==> config.mk <==
export PLATFORM = sky130hd
export DESIGN_NAME = cfgrg_regs
export DESIGN_NICKNAME = d
export VERILOG_FILES = /design/src/cfgrg_edge_capture.v /design/src/cfgrg_regs.v
export VERILOG_INCLUDE_DIRS = /design/src /design/src/src
export SDC_FILE = /design/constraint.sdc
export NUM_CORES = 1
export LEC_CHECK = 0
export ABC_AREA = 1
export ABC_CLOCK_PERIOD_IN_PS = 3300
export BUFFER_PORTS_ARGS = -buffer_cell sky130_fd_sc_hd__buf_2
export CELL_PAD_IN_SITES_DETAIL_PLACEMENT = 1
export CELL_PAD_IN_SITES_GLOBAL_PLACEMENT = 2
export CORE_MARGIN = 2
export CORE_UTILIZATION = 33
export CTS_CLUSTER_DIAMETER = 60
export CTS_CLUSTER_SIZE = 14
export DETAILED_ROUTE_END_ITERATION = 8
export GPL_TIMING_DRIVEN = 0
export PLACE_DENSITY = 0.82
export SYNTH_ARGS = -nofsm -noshare
export SYNTH_HDL_FRONTEND = slang
export SYNTH_SLANG_ARGS = --single-unit
==> constraint.sdc <==
create_clock -name clock -period 3.3 [get_ports clock]
set_input_delay 0.66 -clock clock [delete_from_list [all_inputs] [get_ports clock]]
set_output_delay 0.66 -clock clock [all_outputs]
set_load 0.01 [all_outputs]
==> src/cfgrg_consts.vh <==
// Purpose: Constants for the converter configuration and status register bank
// Assumes: Byte-wide serial register port, one clock
// Notes:   Multi-byte registers are little endian, lowest address holds bits 7:0
//
// Contract
// - Provide 24-bit read-only sampled position of alignment edge versus device clock.
// - Hold 16-bit full-scale span code for all channels, reset 0xA000.
// - Span code 0x2000 is 500 mVPP minimum, 0xFFFF is 1000 mVPP maximum.
// - Power profile 0x46 is low power, 0x4B high performance and reset.
// - Timestamp control bit 0 enables timestamp input receiver, reset 0.
// - Timestamp control bit 1 selects low-voltage PECL receive mode, reset 0.
// - Reference clock output active only when its enable and synthesizer enable are 1.
// - Alignment delay selection is a 4-bit writable field choosing sampling delay.
`ifndef CFGRG_CONSTS_VH
`define CFGRG_CONSTS_VH

// ----------------------------------------
// Register byte addresses
// ----------------------------------------
`define CFGRG_ADDR_ALIGN_SEL   8'h29
`define CFGRG_ADDR_EDGE_POS0   8'h2c
`define CFGRG_ADDR_EDGE_POS1   8'h2d
`define CFGRG_ADDR_EDGE_POS2   8'h2e
`define CFGRG_ADDR_SPAN0       8'h30
`define CFGRG_ADDR_SPAN1       8'h31
`define CFGRG_ADDR_POWER1      8'h37
`define CFGRG_ADDR_TSTAMP      8'h3b
`define CFGRG_ADDR_REFOUT      8'h3c

// ----------------------------------------
// Reset values and codes
// ----------------------------------------
`define CFGRG_RST_SPAN         16'ha000
`define CFGRG_RST_POWER        8'h4b
`define CFGRG_RST_ALIGN_SEL    4'h0
`define CFGRG_RST_EDGE_POS     24'h000000
`define CFGRG_RST_TS_RECV      1'b0
`define CFGRG_RST_TS_PECL      1'b0
`define CFGRG_RST_REFOUT_EN    1'b1
`define CFGRG_CODE_LOW_POWER   8'h46
`define CFGRG_CODE_HIGH_PERF   8'h4b
`define CFGRG_SPAN_MIN_REC     16'h2000
`define CFGRG_SPAN_MAX         16'hffff

// ----------------------------------------
// Field positions
// ----------------------------------------
`define CFGRG_BIT_TS_RECV      0
`define CFGRG_BIT_TS_PECL      1
`define CFGRG_BIT_REFOUT_EN    0
`define CFGRG_ALIGN_SEL_MSB    3

`endif

==> src/cfgrg_edge_capture.v <==
// Purpose: Capture of the alignment edge position taps
// Assumes: Taps come from the sampling delay line, outside the clock domain
// Notes:   Two-stage synchroniser per tap; status frozen while capture is off
`timescale 1ns/1ns
`default_nettype none
`include "cfgrg_consts.vh"

module cfgrg_edge_capture #(
  parameter WIDTH = 24
) (
  // Clock and reset
  input  wire             clock,
  input  wire             rst_b,
  // Taps and control
  input  wire [WIDTH-1:0] edgeTaps,
  input  wire             captureEnable,
  // Status
  output reg  [WIDTH-1:0] edgePositionStatus
);

  reg [WIDTH-1:0] tapMeta;
  reg [WIDTH-1:0] tapSync;

  // ----------------------------------------
  // Synchroniser and capture
  // ----------------------------------------
  always @(posedge clock) begin
    if (!rst_b) begin
      tapMeta            <= {WIDTH{1'b0}};
      tapSync            <= {WIDTH{1'b0}};
      edgePositionStatus <= `CFGRG_RST_EDGE_POS;
    end else begin
      tapMeta <= edgeTaps;
      tapSync <= tapMeta;
      // Hold last result so software reads a stable value once capture stops
      if (captureEnable) begin
        edgePositionStatus <= tapSync;
      end
    end
  end

endmodule // cfgrg_edge_capture
`default_nettype wire

==> src/cfgrg_regs.v <==
// Purpose: Configuration and status register bank of the quad converter
// Assumes: Byte register port driven by the serial front end on the same clock
// Notes:   Reads return registered data one cycle after the read strobe
`timescale 1ns/1ns
`default_nettype none
`include "cfgrg_consts.vh"

module cfgrg_regs #(
  parameter EDGE_W = 24
) (
  // Clock and reset
  input  wire              clock,
  input  wire              rst_b,
  // Register port
  input  wire [7:0]        regAddr,
  input  wire [7:0]        regWrData,
  input  wire              regWrEn,
  input  wire              regRdEn,
  output reg  [7:0]        regRdData,
  output reg               regRdValid,
  // Edge position sampling
  input  wire [EDGE_W-1:0] edgeTaps,
  input  wire              edgeCaptureEnable,
  // Synthesizer status
  input  wire              synthEnable,
  // Configuration outputs
  output reg  [15:0]       fullscaleSpanCode,
  output reg  [7:0]        powerProfileCode,
  output reg               lowPowerActive,
  output reg  [3:0]        alignmentDelaySelect,
  output reg               timestampReceiverEnable,
  output reg               timestampPeclMode,
  output reg               refClockOutEnable,
  output reg               refClockOutActive
);

  wire [EDGE_W-1:0] edgePositionStatus;
  reg               edgeSyncMeta;
  reg               edgeSyncOut;
  reg               synthMeta;
  reg               synthSync;
  reg  [7:0]        next_rdData;
  wire              wrAccepted;
  wire              wrSpanLow;
  wire              wrSpanHigh;
  wire              wrPower;
  wire              wrAlignSel;
  wire              wrTimestamp;
  wire              wrRefOut;

  // Match helper used by read and write decode
  function hit;
    input [7:0] addr;
    input [7:0] target;
    begin
      hit = (addr == target);
    end
  endfunction

  // Status window covers three byte addresses
  function isStatus;
    input [7:0] addr;
    begin
      isStatus = hit(addr, `CFGRG_ADDR_EDGE_POS0) |
                 hit(addr, `CFGRG_ADDR_EDGE_POS1) |
                 hit(addr, `CFGRG_ADDR_EDGE_POS2);
    end
  endfunction

  // ----------------------------------------
  // Edge position capture
  // ----------------------------------------
  // Capture enable and synthesizer enable come from other domains
  always @(posedge clock) begin
    if (!rst_b) begin
      edgeSyncMeta <= 1'b0;
      edgeSyncOut  <= 1'b0;
      synthMeta    <= 1'b0;
      synthSync    <= 1'b0;
    end else begin
      edgeSyncMeta <= edgeCaptureEnable;
      edgeSyncOut  <= edgeSyncMeta;
      synthMeta    <= synthEnable;
      synthSync    <= synthMeta;
    end
  end

  cfgrg_edge_capture #(
    .WIDTH (EDGE_W)
  ) u_capture (
    .clock              (clock),
    .rst_b              (rst_b),
    .edgeTaps           (edgeTaps),
    .captureEnable      (edgeSyncOut),
    .edgePositionStatus (edgePositionStatus)
  );

  // ----------------------------------------
  // Write decode
  // ----------------------------------------
  // Status bytes never reach a register strobe, so their writes fall away
  assign wrAccepted  = regWrEn & ~isStatus(regAddr);
  assign wrSpanLow   = wrAccepted & hit(regAddr, `CFGRG_ADDR_SPAN0);
  assign wrSpanHigh  = wrAccepted & hit(regAddr, `CFGRG_ADDR_SPAN1);
  assign wrPower     = wrAccepted & hit(regAddr, `CFGRG_ADDR_POWER1);
  assign wrAlignSel  = wrAccepted & hit(regAddr, `CFGRG_ADDR_ALIGN_SEL);
  assign wrTimestamp = wrAccepted & hit(regAddr, `CFGRG_ADDR_TSTAMP);
  assign wrRefOut    = wrAccepted & hit(regAddr, `CFGRG_ADDR_REFOUT);

  // ----------------------------------------
  // Full-scale span
  // ----------------------------------------
  // Bytes land independently; software writes both for a coherent code
  always @(posedge clock) begin
    if (!rst_b) begin
      fullscaleSpanCode <= `CFGRG_RST_SPAN;
    end else begin
      if (wrSpanLow) begin
        fullscaleSpanCode[7:0] <= regWrData;
      end
      if (wrSpanHigh) begin
        // Codes under the recommended minimum are stored as written
        fullscaleSpanCode[15:8] <= regWrData;
      end
    end
  end

  // ----------------------------------------
  // Power profile
  // ----------------------------------------
  always @(posedge clock) begin
    if (!rst_b) begin
      powerProfileCode <= `CFGRG_RST_POWER;
    end else if (wrPower) begin
      // Reserved codes are stored; only the low power code changes mode
      powerProfileCode <= regWrData;
    end
  end

  // ----------------------------------------
  // Alignment delay selection
  // ----------------------------------------
  always @(posedge clock) begin
    if (!rst_b) begin
      alignmentDelaySelect <= `CFGRG_RST_ALIGN_SEL;
    end else if (wrAlignSel) begin
      alignmentDelaySelect <= regWrData[`CFGRG_ALIGN_SEL_MSB:0];
    end
  end

  // ----------------------------------------
  // Timestamp input control
  // ----------------------------------------
  // Reserved bits are not stored and read back as zero
  always @(posedge clock) begin
    if (!rst_b) begin
      timestampReceiverEnable <= `CFGRG_RST_TS_RECV;
      timestampPeclMode       <= `CFGRG_RST_TS_PECL;
    end else if (wrTimestamp) begin
      timestampReceiverEnable <= regWrData[`CFGRG_BIT_TS_RECV];
      timestampPeclMode       <= regWrData[`CFGRG_BIT_TS_PECL];
    end
  end

  // ----------------------------------------
  // Reference clock output control
  // ----------------------------------------
  // Comes up set so the reference clock runs before any register write once the synchronised synthesizer enable is high
  always @(posedge clock) begin
    if (!rst_b) begin
      refClockOutEnable <= `CFGRG_RST_REFOUT_EN;
    end else if (wrRefOut) begin
      refClockOutEnable <= regWrData[`CFGRG_BIT_REFOUT_EN];
    end
  end

  // ----------------------------------------
  // Derived controls
  // ----------------------------------------
  always @(posedge clock) begin
    if (!rst_b) begin
      lowPowerActive <= 1'b0;
    end else begin
      lowPowerActive <= (powerProfileCode == `CFGRG_CODE_LOW_POWER);
    end
  end

  // Gated by the synchronised synthesizer enable, one extra flop of latency
  always @(posedge clock) begin
    if (!rst_b) begin
      refClockOutActive <= 1'b0;
    end else begin
      refClockOutActive <= refClockOutEnable & synthSync;
    end
  end

  // ----------------------------------------
  // Read path
  // ----------------------------------------
  always @* begin
    next_rdData = 8'h00;
    case (1'b1)
      hit(regAddr, `CFGRG_ADDR_EDGE_POS0): next_rdData = edgePositionStatus[7:0];
      hit(regAddr, `CFGRG_ADDR_EDGE_POS1): next_rdData = edgePositionStatus[15:8];
      hit(regAddr, `CFGRG_ADDR_EDGE_POS2): next_rdData = edgePositionStatus[23:16];
      hit(regAddr, `CFGRG_ADDR_SPAN0):     next_rdData = fullscaleSpanCode[7:0];
      hit(regAddr, `CFGRG_ADDR_SPAN1):     next_rdData = fullscaleSpanCode[15:8];
      hit(regAddr, `CFGRG_ADDR_POWER1):    next_rdData = powerProfileCode;
      hit(regAddr, `CFGRG_ADDR_ALIGN_SEL): next_rdData = {4'h0, alignmentDelaySelect};
      hit(regAddr, `CFGRG_ADDR_TSTAMP):    next_rdData = {6'h00, timestampPeclMode, timestampReceiverEnable};
      hit(regAddr, `CFGRG_ADDR_REFOUT):    next_rdData = {7'h00, refClockOutEnable};
      default:                             next_rdData = 8'h00;
    endcase
  end

  always @(posedge clock) begin
    if (!rst_b) begin
      regRdData  <= 8'h00;
      regRdValid <= 1'b0;
    end else begin
      regRdValid <= regRdEn;
      if (regRdEn) begin
        regRdData <= next_rdData;
      end
    end
  end

endmodule // cfgrg_regs
`default_nettype wire

## Word-level counts from Yosys, hierarchy flattened

Index checks and enable logic that the tools add are counted.

| operators by class | value |
|---|---|
| equality and inequality tests | 10 |
| muxes and demuxes | 9 |
| bitwise gates (word level) | 11 |

Operators by type and width:

| operator | count |
|---|---|
| $eq A8 B6 Y1 const B | 9 |
| $mux W8 | 6 |
| $and A1 B1 Y1 | 8 |
| $eq A8 B7 Y1 const B | 1 |
| $mux W4 | 1 |
| $mux W2 | 1 |
| $or A1 B1 Y1 | 2 |
| $mux W1 | 1 |
| $not A1 Y1 | 1 |

| word-level totals | value |
|---|---|
| register bits after elaboration | 118 |
| input port bits | 46 |
| output and inout port bits | 42 |
| logic and storage cells | 48 |

## Logic depth before layout (Yosys ltp)

Gate-level depths: netlist of run 1.

| logic depth | value |
|---|---|
| word-level depth | 10 |
| depth in mapped cells | 12 |
| depth with buffers taken out | 11 |

## Hierarchy

Synthesis of run 1 repeated with hierarchy kept, for this count alone.

| unflattened totals | value |
|---|---|
| cell total of the unflattened synthesis | 606 |
| area total of the unflattened synthesis | 4541.9 um2 |

Modules (own cells, without submodules):

| module | instances | cells each | area an instance (um2) | seq. area each (um2) |
|---|---|---|---|---|
| cfgrg_edge_capture | 1 | 301 | 2324.7 | 1441.4 |
| cfgrg_regs | 1 | 305 | 2217.1 | 920.9 |

## Worst setup path before layout of run 1

No wires, ideal clock.

| timing | value |
|---|---|
| path kind | input-to-reg |
| start point | in regAddr[6] |
| end point | reg fullscaleSpanCode[0] |
| library setup time | 70 ps |
| data arrival time | 1705 ps |
| data required time | 3230 ps |
| slack | 1526 ps |
| stages on the path | 10 |
| buffers on the path | 1 |
| cells stage by stage | inv_1 > nand2_1 > nor2_4 > nand2_4 > o21ai_4 > inv_2 > buf_6 > nand2_8 > o21ai_0 > a21oi_1 |

| on the way | value |
|---|---|
| longest elaborated chain between the ends | 6 |
| elaborated cells between the ends (all ways) | 9 |
| classes of those cells | eq/ne (4); bitwise (5) |

Ends and longest elaborated chain:

| what | line | source |
|---|---|---|
| start, declared | cfgrg_regs.v:15 | `input wire [7:0] regAddr,` |
| $eq A8 B6 Y1 | cfgrg_regs.v:56 | `hit = (addr == target);` |
| $or A1 B1 Y1 (2 in series) | cfgrg_regs.v:64 | `` isStatus = hit(addr, `CFGRG_ADDR_EDGE_POS0) \| `` |
| $not A1 Y1 | cfgrg_regs.v:102 | `assign wrAccepted = regWrEn & ~isStatus(regAddr);` |
| $and A1 B1 Y1 | cfgrg_regs.v:102 |  |
| $and A1 B1 Y1 * | cfgrg_regs.v:103 | `` assign wrSpanLow = wrAccepted & hit(regAddr, `CFGRG_ADDR_SPAN0); `` |
| end signal, assigned | cfgrg_regs.v:116 | `` fullscaleSpanCode <= `CFGRG_RST_SPAN; `` |
| end signal, assigned | cfgrg_regs.v:119 | `fullscaleSpanCode[7:0] <= regWrData;` |
| end, declared | cfgrg_regs.v:27 | `output reg [15:0] fullscaleSpanCode,` |

Mark *: on every way between the ends. The rest lies on a longest branch, timed or not.
A chain may end at the register's enable or synchronous reset.

## Worst setup path after layout of run 1

| timing | value |
|---|---|
| start point | in rst_b |
| end point | reg fullscaleSpanCode[15] |

RTL lines:

| what | line | source |
|---|---|---|
| start, declared | cfgrg_regs.v:13 | `input wire rst_b,` |
| end signal, assigned | cfgrg_regs.v:116 |  |
| end signal, assigned | cfgrg_regs.v:123 | `fullscaleSpanCode[15:8] <= regWrData;` |

No word-level cell between the ends.

==> impl_metrics.env, run 1 <==
export IMPL_status="complete, no violations"
export IMPL_p_total_mw=3.50
export IMPL_preCtsSetupSlack_ns=0.944
export IMPL_grt_pass1_vias=3898
export IMPL_cpMostUsedCell="clkbuf_1"
export IMPL_initial_core_util=0.335
export IMPL_gr_usage_all_layers=0.179
export IMPL_power_internal_mw=2.76
export IMPL_ys_flop_type="dfxtp_1"
export IMPL_routed_via_density=4.47
export IMPL_regToRegSetupSlack_ns=2.00
export IMPL_ys_top_cells_by_count="118 x dfxtp_1, 106 x nand2_1, 97 x inv_1"
export IMPL_place_congestion=0.829
export IMPL_synth_area_top_cells="dfxtp_1 54%, nand2_1 9.1%, inv_1 8.3%"
export IMPL_cts_sinks=118
export IMPL_rsz0062_at_grt="no"
export IMPL_dr_first_iter_drc_count=195
export IMPL_tritoncts="done"
export IMPL_root_buffer="clkbuf_16"
export IMPL_critPathTopFamily="buffers and inverters"
export IMPL_grt_max_degree=17
export IMPL_critical_path_cell_chain="buf_2 -> clkbuf_1 -> clkbuf_1 -> o211ai_1"
export IMPL_wirelength_mm=11.8
export IMPL_fmax_ghz=0.521
export IMPL_period_needed_ns=1.92
export IMPL_cts_buffers=17
export IMPL_vdd_drop_max_uv=305
export IMPL_pwr_share_comb=0.046
export IMPL_setup_viol=0
export IMPL_clock_power_share=0.529
export IMPL_path_buf_inv=3
export IMPL_fill_cells=1623
export IMPL_antenna_found_initial=0
export IMPL_drc=0
export IMPL_num_vias=3797
export IMPL_yosysWarningCount=0
export IMPL_yosysMostFrequentCell="dfxtp_1"
export IMPL_drv_cap=0
export IMPL_diodes=0
export IMPL_synth_avg_cell_area_sq_um=7.87
export IMPL_tightestPinTransition_ns=0.800
export IMPL_syn_inst=557
export IMPL_clock_latency_ns=0.41
export IMPL_wl_per_cell_um=13.9
export IMPL_num_io_pins=88
export IMPL_slew_headroom=0.467
export IMPL_worstPathArrival_ns=2.17
export IMPL_slew_viol_final=0
export IMPL_netlist_area_sq_mm=0.00438
export IMPL_drive_above_1_share=0.209
export IMPL_cts_resized_gates=0
export IMPL_leakage_nw=2.80
export IMPL_synthArstFlopShare=0
export IMPL_post_cts_repair_setup_buffers=0
export IMPL_fin_nets=709
export IMPL_holdBufCountCts=0
export IMPL_ys_types=27
export IMPL_synth_largest_area_cell="dfxtp_1"
export IMPL_grt_pass1_wl_mm=19.6
export IMPL_crit_path_end_kind="register"
export IMPL_path_max_fanout=10
export IMPL_dieHeight_um=119
export IMPL_dr_pass1_iters=4
export IMPL_fp_coreArea_sq_mm=0.0131
export IMPL_clockBufferDepth=2
export IMPL_finalSetupTns_ns=0
export IMPL_port_buffers=87
export IMPL_die_width_um=119
export IMPL_critPathLaunchType="primary input"
export IMPL_synth_edf_count=0
export IMPL_slowest_stage="clkbuf_1"
export IMPL_worst_slack_ns=1.38
export IMPL_power_density_mw_per_mm2=621
export IMPL_ys_seq_elements=118
export IMPL_ant_nets=0
export IMPL_switching_share=0.210
export IMPL_die_area_sq_mm=0.0142
export IMPL_p_seq_frac=0.425
export IMPL_period_share=0.582
export IMPL_area_delta_synth_final_pct=28.6
export IMPL_seq_area_frac_synth=0.539
export IMPL_slowest_delay_ns=0.61
export IMPL_path_class="primary input to register"
export IMPL_skew_ns=0.00514
export IMPL_gr_total_overflow=0
export IMPL_synth_top_area_frac=0.539
export IMPL_hold_viol=0
export IMPL_p_switching_mw=0.735
export IMPL_clkTransAtPathRegs_ns=0.05
export IMPL_required_ns=3.55
export IMPL_rows=42
export IMPL_synth_nets=603
export IMPL_hpwl_mm=8.89
export IMPL_htreeDepth=4
export IMPL_hold_class="register to register"
area by class of cell:
| type | instances | area, sq um | share of cell area |
|---|---|---|---|
| plain buffers | 22 | 106 | 0.0189 |
| clock buffers | 22 | 474 | 0.0841 |
| clock inverters | 8 | 124 | 0.0220 |
| inverters | 100 | 375 | 0.0666 |
| multi-input cells | 317 | 1540 | 0.273 |
| flip-flops and latches | 118 | 2360 | 0.419 |
| well taps | 176 | 220 | 0.0391 |
| repair buffers | 87 | 435 | 0.0773 |
final timing paths:
| kind | startpoint | to | depth (start not counted) |
|---|---|---|---|
| worst max-delay path | rst_b | fullscaleSpanCode[15] | 4 |
| worst min-delay path | u_capture.tapMeta[17] | u_capture.tapSync[17] | 2 |
| worst max register to register | powerProfileCode[1] | regRdData[1] | 6 |
| worst min register to register | u_capture.tapMeta[17] | u_capture.tapSync[17] | 2 |
sequential cells by signal, summed over array words and instances, names as in the netlist:
signal                        cells
regRdData                         8
powerProfileCode                  8
alignmentDelaySelect              4
u_capture.tapSync                24
timestampPeclMode                 1
edgeSyncOut                       1
u_capture.tapMeta                24
fullscaleSpanCode                16
synthMeta                         1
timestampReceiverEnable           1
edgeSyncMeta                      1
refClockOutActive                 1
synthSync                         1
refClockOutEnable                 1
regRdValid                        1
u_capture.edgePositionStatus     24
lowPowerActive                    1
worst register-to-register path, cell delays in order (launching register included):
cell,delay (ns)
dfxtp_1,0.36
nand3_1,0.10
nand3_1,0.08
nor2_1,0.14
nand3_1,0.12
o21ai_0,0.24
a21oi_1,0.12
per-layer routing:
layer  vias up  share of wire  global-route usage  wire, um
met2       109           0.48               0.301      5670
met3        24          0.043              0.0436       509
met5         -              0                   0         0
li1       1954              -                   -         -
met4         0          0.025              0.0930       296
met1      1710           0.45               0.210      5310
power by group through the flow:
stage	clock network, mW	registers (mW)	logic [mW]
finish	1.85	1.49	0.159
floorplan	0	1.51	0.0912
detailed placement	0	1.52	0.161
global route	1.96	1.49	0.185
global placement	0	1.52	0.157
CTS	1.89	1.49	0.163
metrics by stage:
step                instances  instance area (sq um)   util  hold slack (ns)
detailed placement        820                   5040  0.385            0.403
global route              850                   5640  0.431            0.433
finish                    850                   5640  0.431            0.410
CTS                       850                   5640  0.431            0.413
floorplan                 557                   4380      -            0.390
global placement          820                   5040  0.385            0.401
cells by family after synthesis:
family                 count (synthesis)  share of synthesized area
and+or+nand+nor                      201                      0.212
buffers and inverters                122                      0.110
AOI/OAI and AO/OA                    116                      0.139
DFF                                  118                      0.539
layout by cell type (no fill, tap or decap), types with 4 or more instances in the layout:
cell type  netlist  layout
dfxtp_1        118     118
nand2_1        106     106
inv_1           97      97
buf_2            1      88
a21oi_1         59      59
o21ai_0         47      47
nor2_1          45      45
nand3_1         28      28
clkbuf_1        17      19
clkbuf_16        0      17
nor2_4           5       5
o211ai_1         4       4
o22ai_1          4       4
No activity file was read; power rests on OpenSTA's default activity.
==> run 2: changes to the inputs <==
--- a/config.mk
+++ b/config.mk
@@ -7,17 +7,17 @@
 export NUM_CORES = 1
 export LEC_CHECK = 0
 export ABC_AREA = 1
-export ABC_CLOCK_PERIOD_IN_PS = 3300
+export ABC_CLOCK_PERIOD_IN_PS = 1960
 export BUFFER_PORTS_ARGS = -buffer_cell sky130_fd_sc_hd__buf_2
 export CELL_PAD_IN_SITES_DETAIL_PLACEMENT = 1
 export CELL_PAD_IN_SITES_GLOBAL_PLACEMENT = 2
 export CORE_MARGIN = 2
-export CORE_UTILIZATION = 33
+export CORE_UTILIZATION = 31
 export CTS_CLUSTER_DIAMETER = 60
 export CTS_CLUSTER_SIZE = 14
 export DETAILED_ROUTE_END_ITERATION = 8
 export GPL_TIMING_DRIVEN = 0
-export PLACE_DENSITY = 0.82
+export PLACE_DENSITY = 0.77
 export SYNTH_ARGS = -nofsm -noshare
 export SYNTH_HDL_FRONTEND = slang
 export SYNTH_SLANG_ARGS = --single-unit
==> constraint.sdc (replaced) <==
create_clock -name clock -period 1.96 [get_ports clock]
set_input_delay 0.392 -clock clock [delete_from_list [all_inputs] [get_ports clock]]
set_output_delay 0.392 -clock clock [all_outputs]
set_load 0.01 [all_outputs]
==> run 2 against run 1 <==
Effect of this change:
- first-iteration DRC count grew 5.6%
- non-clock buffer count stayed put
- combinational power is 68% higher
- die area increased by 6.2%
- routed wire length fell by 1.4%
- clock skew is 0.00055 ns higher
- cell count rose by 0.47%
- utilization decreased by 2.3 points
- sequential cell count unchanged
- register-to-register slack got worse by 1.3 ns
- largest cell class unchanged
- highest routed layer unchanged
==> impl_metrics.env, run 2 (synthesis results as in run 1) <==
export IMPL_die_area_sq_mm=0.0151
export IMPL_tightestPinTransition_ns=0.701
export IMPL_num_vias=3769
export IMPL_final_util=0.407
export IMPL_final_cell_mix="118 x dfxtp_1, 106 x nand2_1, 97 x inv_1, 88 x buf_2, 59 x a21oi_1"
export IMPL_fin_nets=709
export IMPL_htreeDepth=4
export IMPL_clockBufferDepth=2
export IMPL_leakage_nw=2.79
export IMPL_cts_sinks=118
export IMPL_gr_usage_all_layers=0.167
export IMPL_port_buffers=87
export IMPL_setup_viol=0
export IMPL_rsz0062_at_grt="no"
export IMPL_period_needed_ns=1.53
export IMPL_clock_latency_ns=0.41
export IMPL_critPathTopFamily="buffers and inverters"
export IMPL_path_class="primary input to register"
export IMPL_tritoncts="done"
export IMPL_initial_core_util=0.317
export IMPL_preCtsSetupSlack_ns=-0.0800
export IMPL_clkTransAtPathRegs_ns=0.05
export IMPL_crit_path_end_kind="register"
export IMPL_root_buffer="clkbuf_16"
export IMPL_drv_cap=0
export IMPL_regToRegSetupSlack_ns=0.73
export IMPL_fill_cells=1726
export IMPL_drive_above_1_share=0.209
export IMPL_grt_max_degree=17
export IMPL_dr_pass1_iters=4
export IMPL_rows=43
export IMPL_cts_resized_gates=0
export IMPL_die_width_um=123
export IMPL_critical_path_cell_chain="buf_2 -> clkbuf_1 -> clkbuf_1 -> o211ai_1"
export IMPL_diodes=0
export IMPL_reg_top3="u_capture.edgePositionStatus x24, u_capture.tapMeta x24, u_capture.tapSync x24"
export IMPL_place_congestion=0.832
export IMPL_fin_hold_ws_ns=0.162
export IMPL_drc=0
export IMPL_post_cts_repair_setup_buffers=0
export IMPL_power_density_mw_per_mm2=1040
export IMPL_grt_pass1_vias=3909
export IMPL_antenna_found_initial=0
export IMPL_slew_headroom=0.532
export IMPL_area_delta_synth_final_pct=28.5
export IMPL_routed_via_density=4.41
export IMPL_hold_class="primary input to register"
export IMPL_dieHeight_um=123
export IMPL_grt_pass1_wl_mm=19.1
export IMPL_holdBufCountCts=0
export IMPL_slowest_stage="clkbuf_1"
export IMPL_wirelength_mm=11.6
export IMPL_num_io_pins=88
export IMPL_vdd_drop_max_uv=623
export IMPL_critPathLaunchType="primary input"
export IMPL_placed_cells=824
export IMPL_fp_coreArea_sq_mm=0.0138
export IMPL_cpMostUsedCell="clkbuf_1"
export IMPL_instances_no_fill=854
export IMPL_hpwl_mm=9.02
export IMPL_skew_ns=0.00569
export IMPL_layout_cells_most_common="dfxtp_1"
export IMPL_period_share=0.783
export IMPL_wl_per_cell_um=13.6
export IMPL_status="complete, no violations"
export IMPL_slew_viol_final=0
export IMPL_fmax_ghz=0.652
export IMPL_path_buf_inv=3
export IMPL_path_max_fanout=10
export IMPL_slowest_delay_ns=0.55
export IMPL_cts_buffers=17
export IMPL_worst_slack_ns=0.426
export IMPL_dr_first_iter_drc_count=206
export IMPL_gr_total_overflow=0
export IMPL_required_ns=2.22
export IMPL_worstPathArrival_ns=1.79
export IMPL_p_total_mw=5.83
export IMPL_ant_nets=0
export IMPL_hold_viol=0
[run 2: worst register-to-register path: cells and delay by family (launching register included)]
family | cells | cell delay [ns]
compound gates | 2 | 0.33
flops | 1 | 0.35
simple gates | 4 | 0.42
[run 2: worst paths after layout]
check | to | cells past startpoint | startpoint
setup / recovery | fullscaleSpanCode[15] | 4 | rst_b
hold reg to reg | u_capture.tapSync[8] | 2 | u_capture.tapMeta[8]
hold / removal | u_capture.tapMeta[5] | 3 | edgeTaps[5]
setup reg to reg | regRdData[1] | 6 | powerProfileCode[1]
[run 2: area by class of cell]
cell class | count | area, sq um | area share
Sequential cell | 118 | 2360 | 0.420
Multi-Input combinational cell | 317 | 1540 | 0.273
Clock buffer | 21 | 460 | 0.0818
Timing Repair Buffer | 87 | 435 | 0.0773
Inverter | 100 | 375 | 0.0667
Tap cell | 180 | 225 | 0.0400
Clock inverter | 9 | 128 | 0.0227
Buffer | 22 | 106 | 0.0189
[run 2: per-layer routing]
layer	global-route usage	part of all wire	wire length, um	vias to the layer above
li1	-	-	-	1953
met5	0	0	0	-
met4	0.0733	0.017	197	0
met2	0.294	0.50	5760	85
met1	0.188	0.44	5130	1715
met3	0.0466	0.046	537	16
[run 2: through the flow]
stage	setup TNS, ns	instance area, sq um
after floorplan	0	4380
after global placement	-0.354	5040
after detailed placement	-0.321	5040
after CTS	0	5630
after global routing	0	5630
final	0	5630
[run 2: where the power goes]
part / switching [mW] / internal (mW) / leakage [nW]
registers: 0.0254 / 2.48 / 0.965
clock network: 1.02 / 2.04 / 0.281
logic: 0.175 / 0.0915 / 1.55
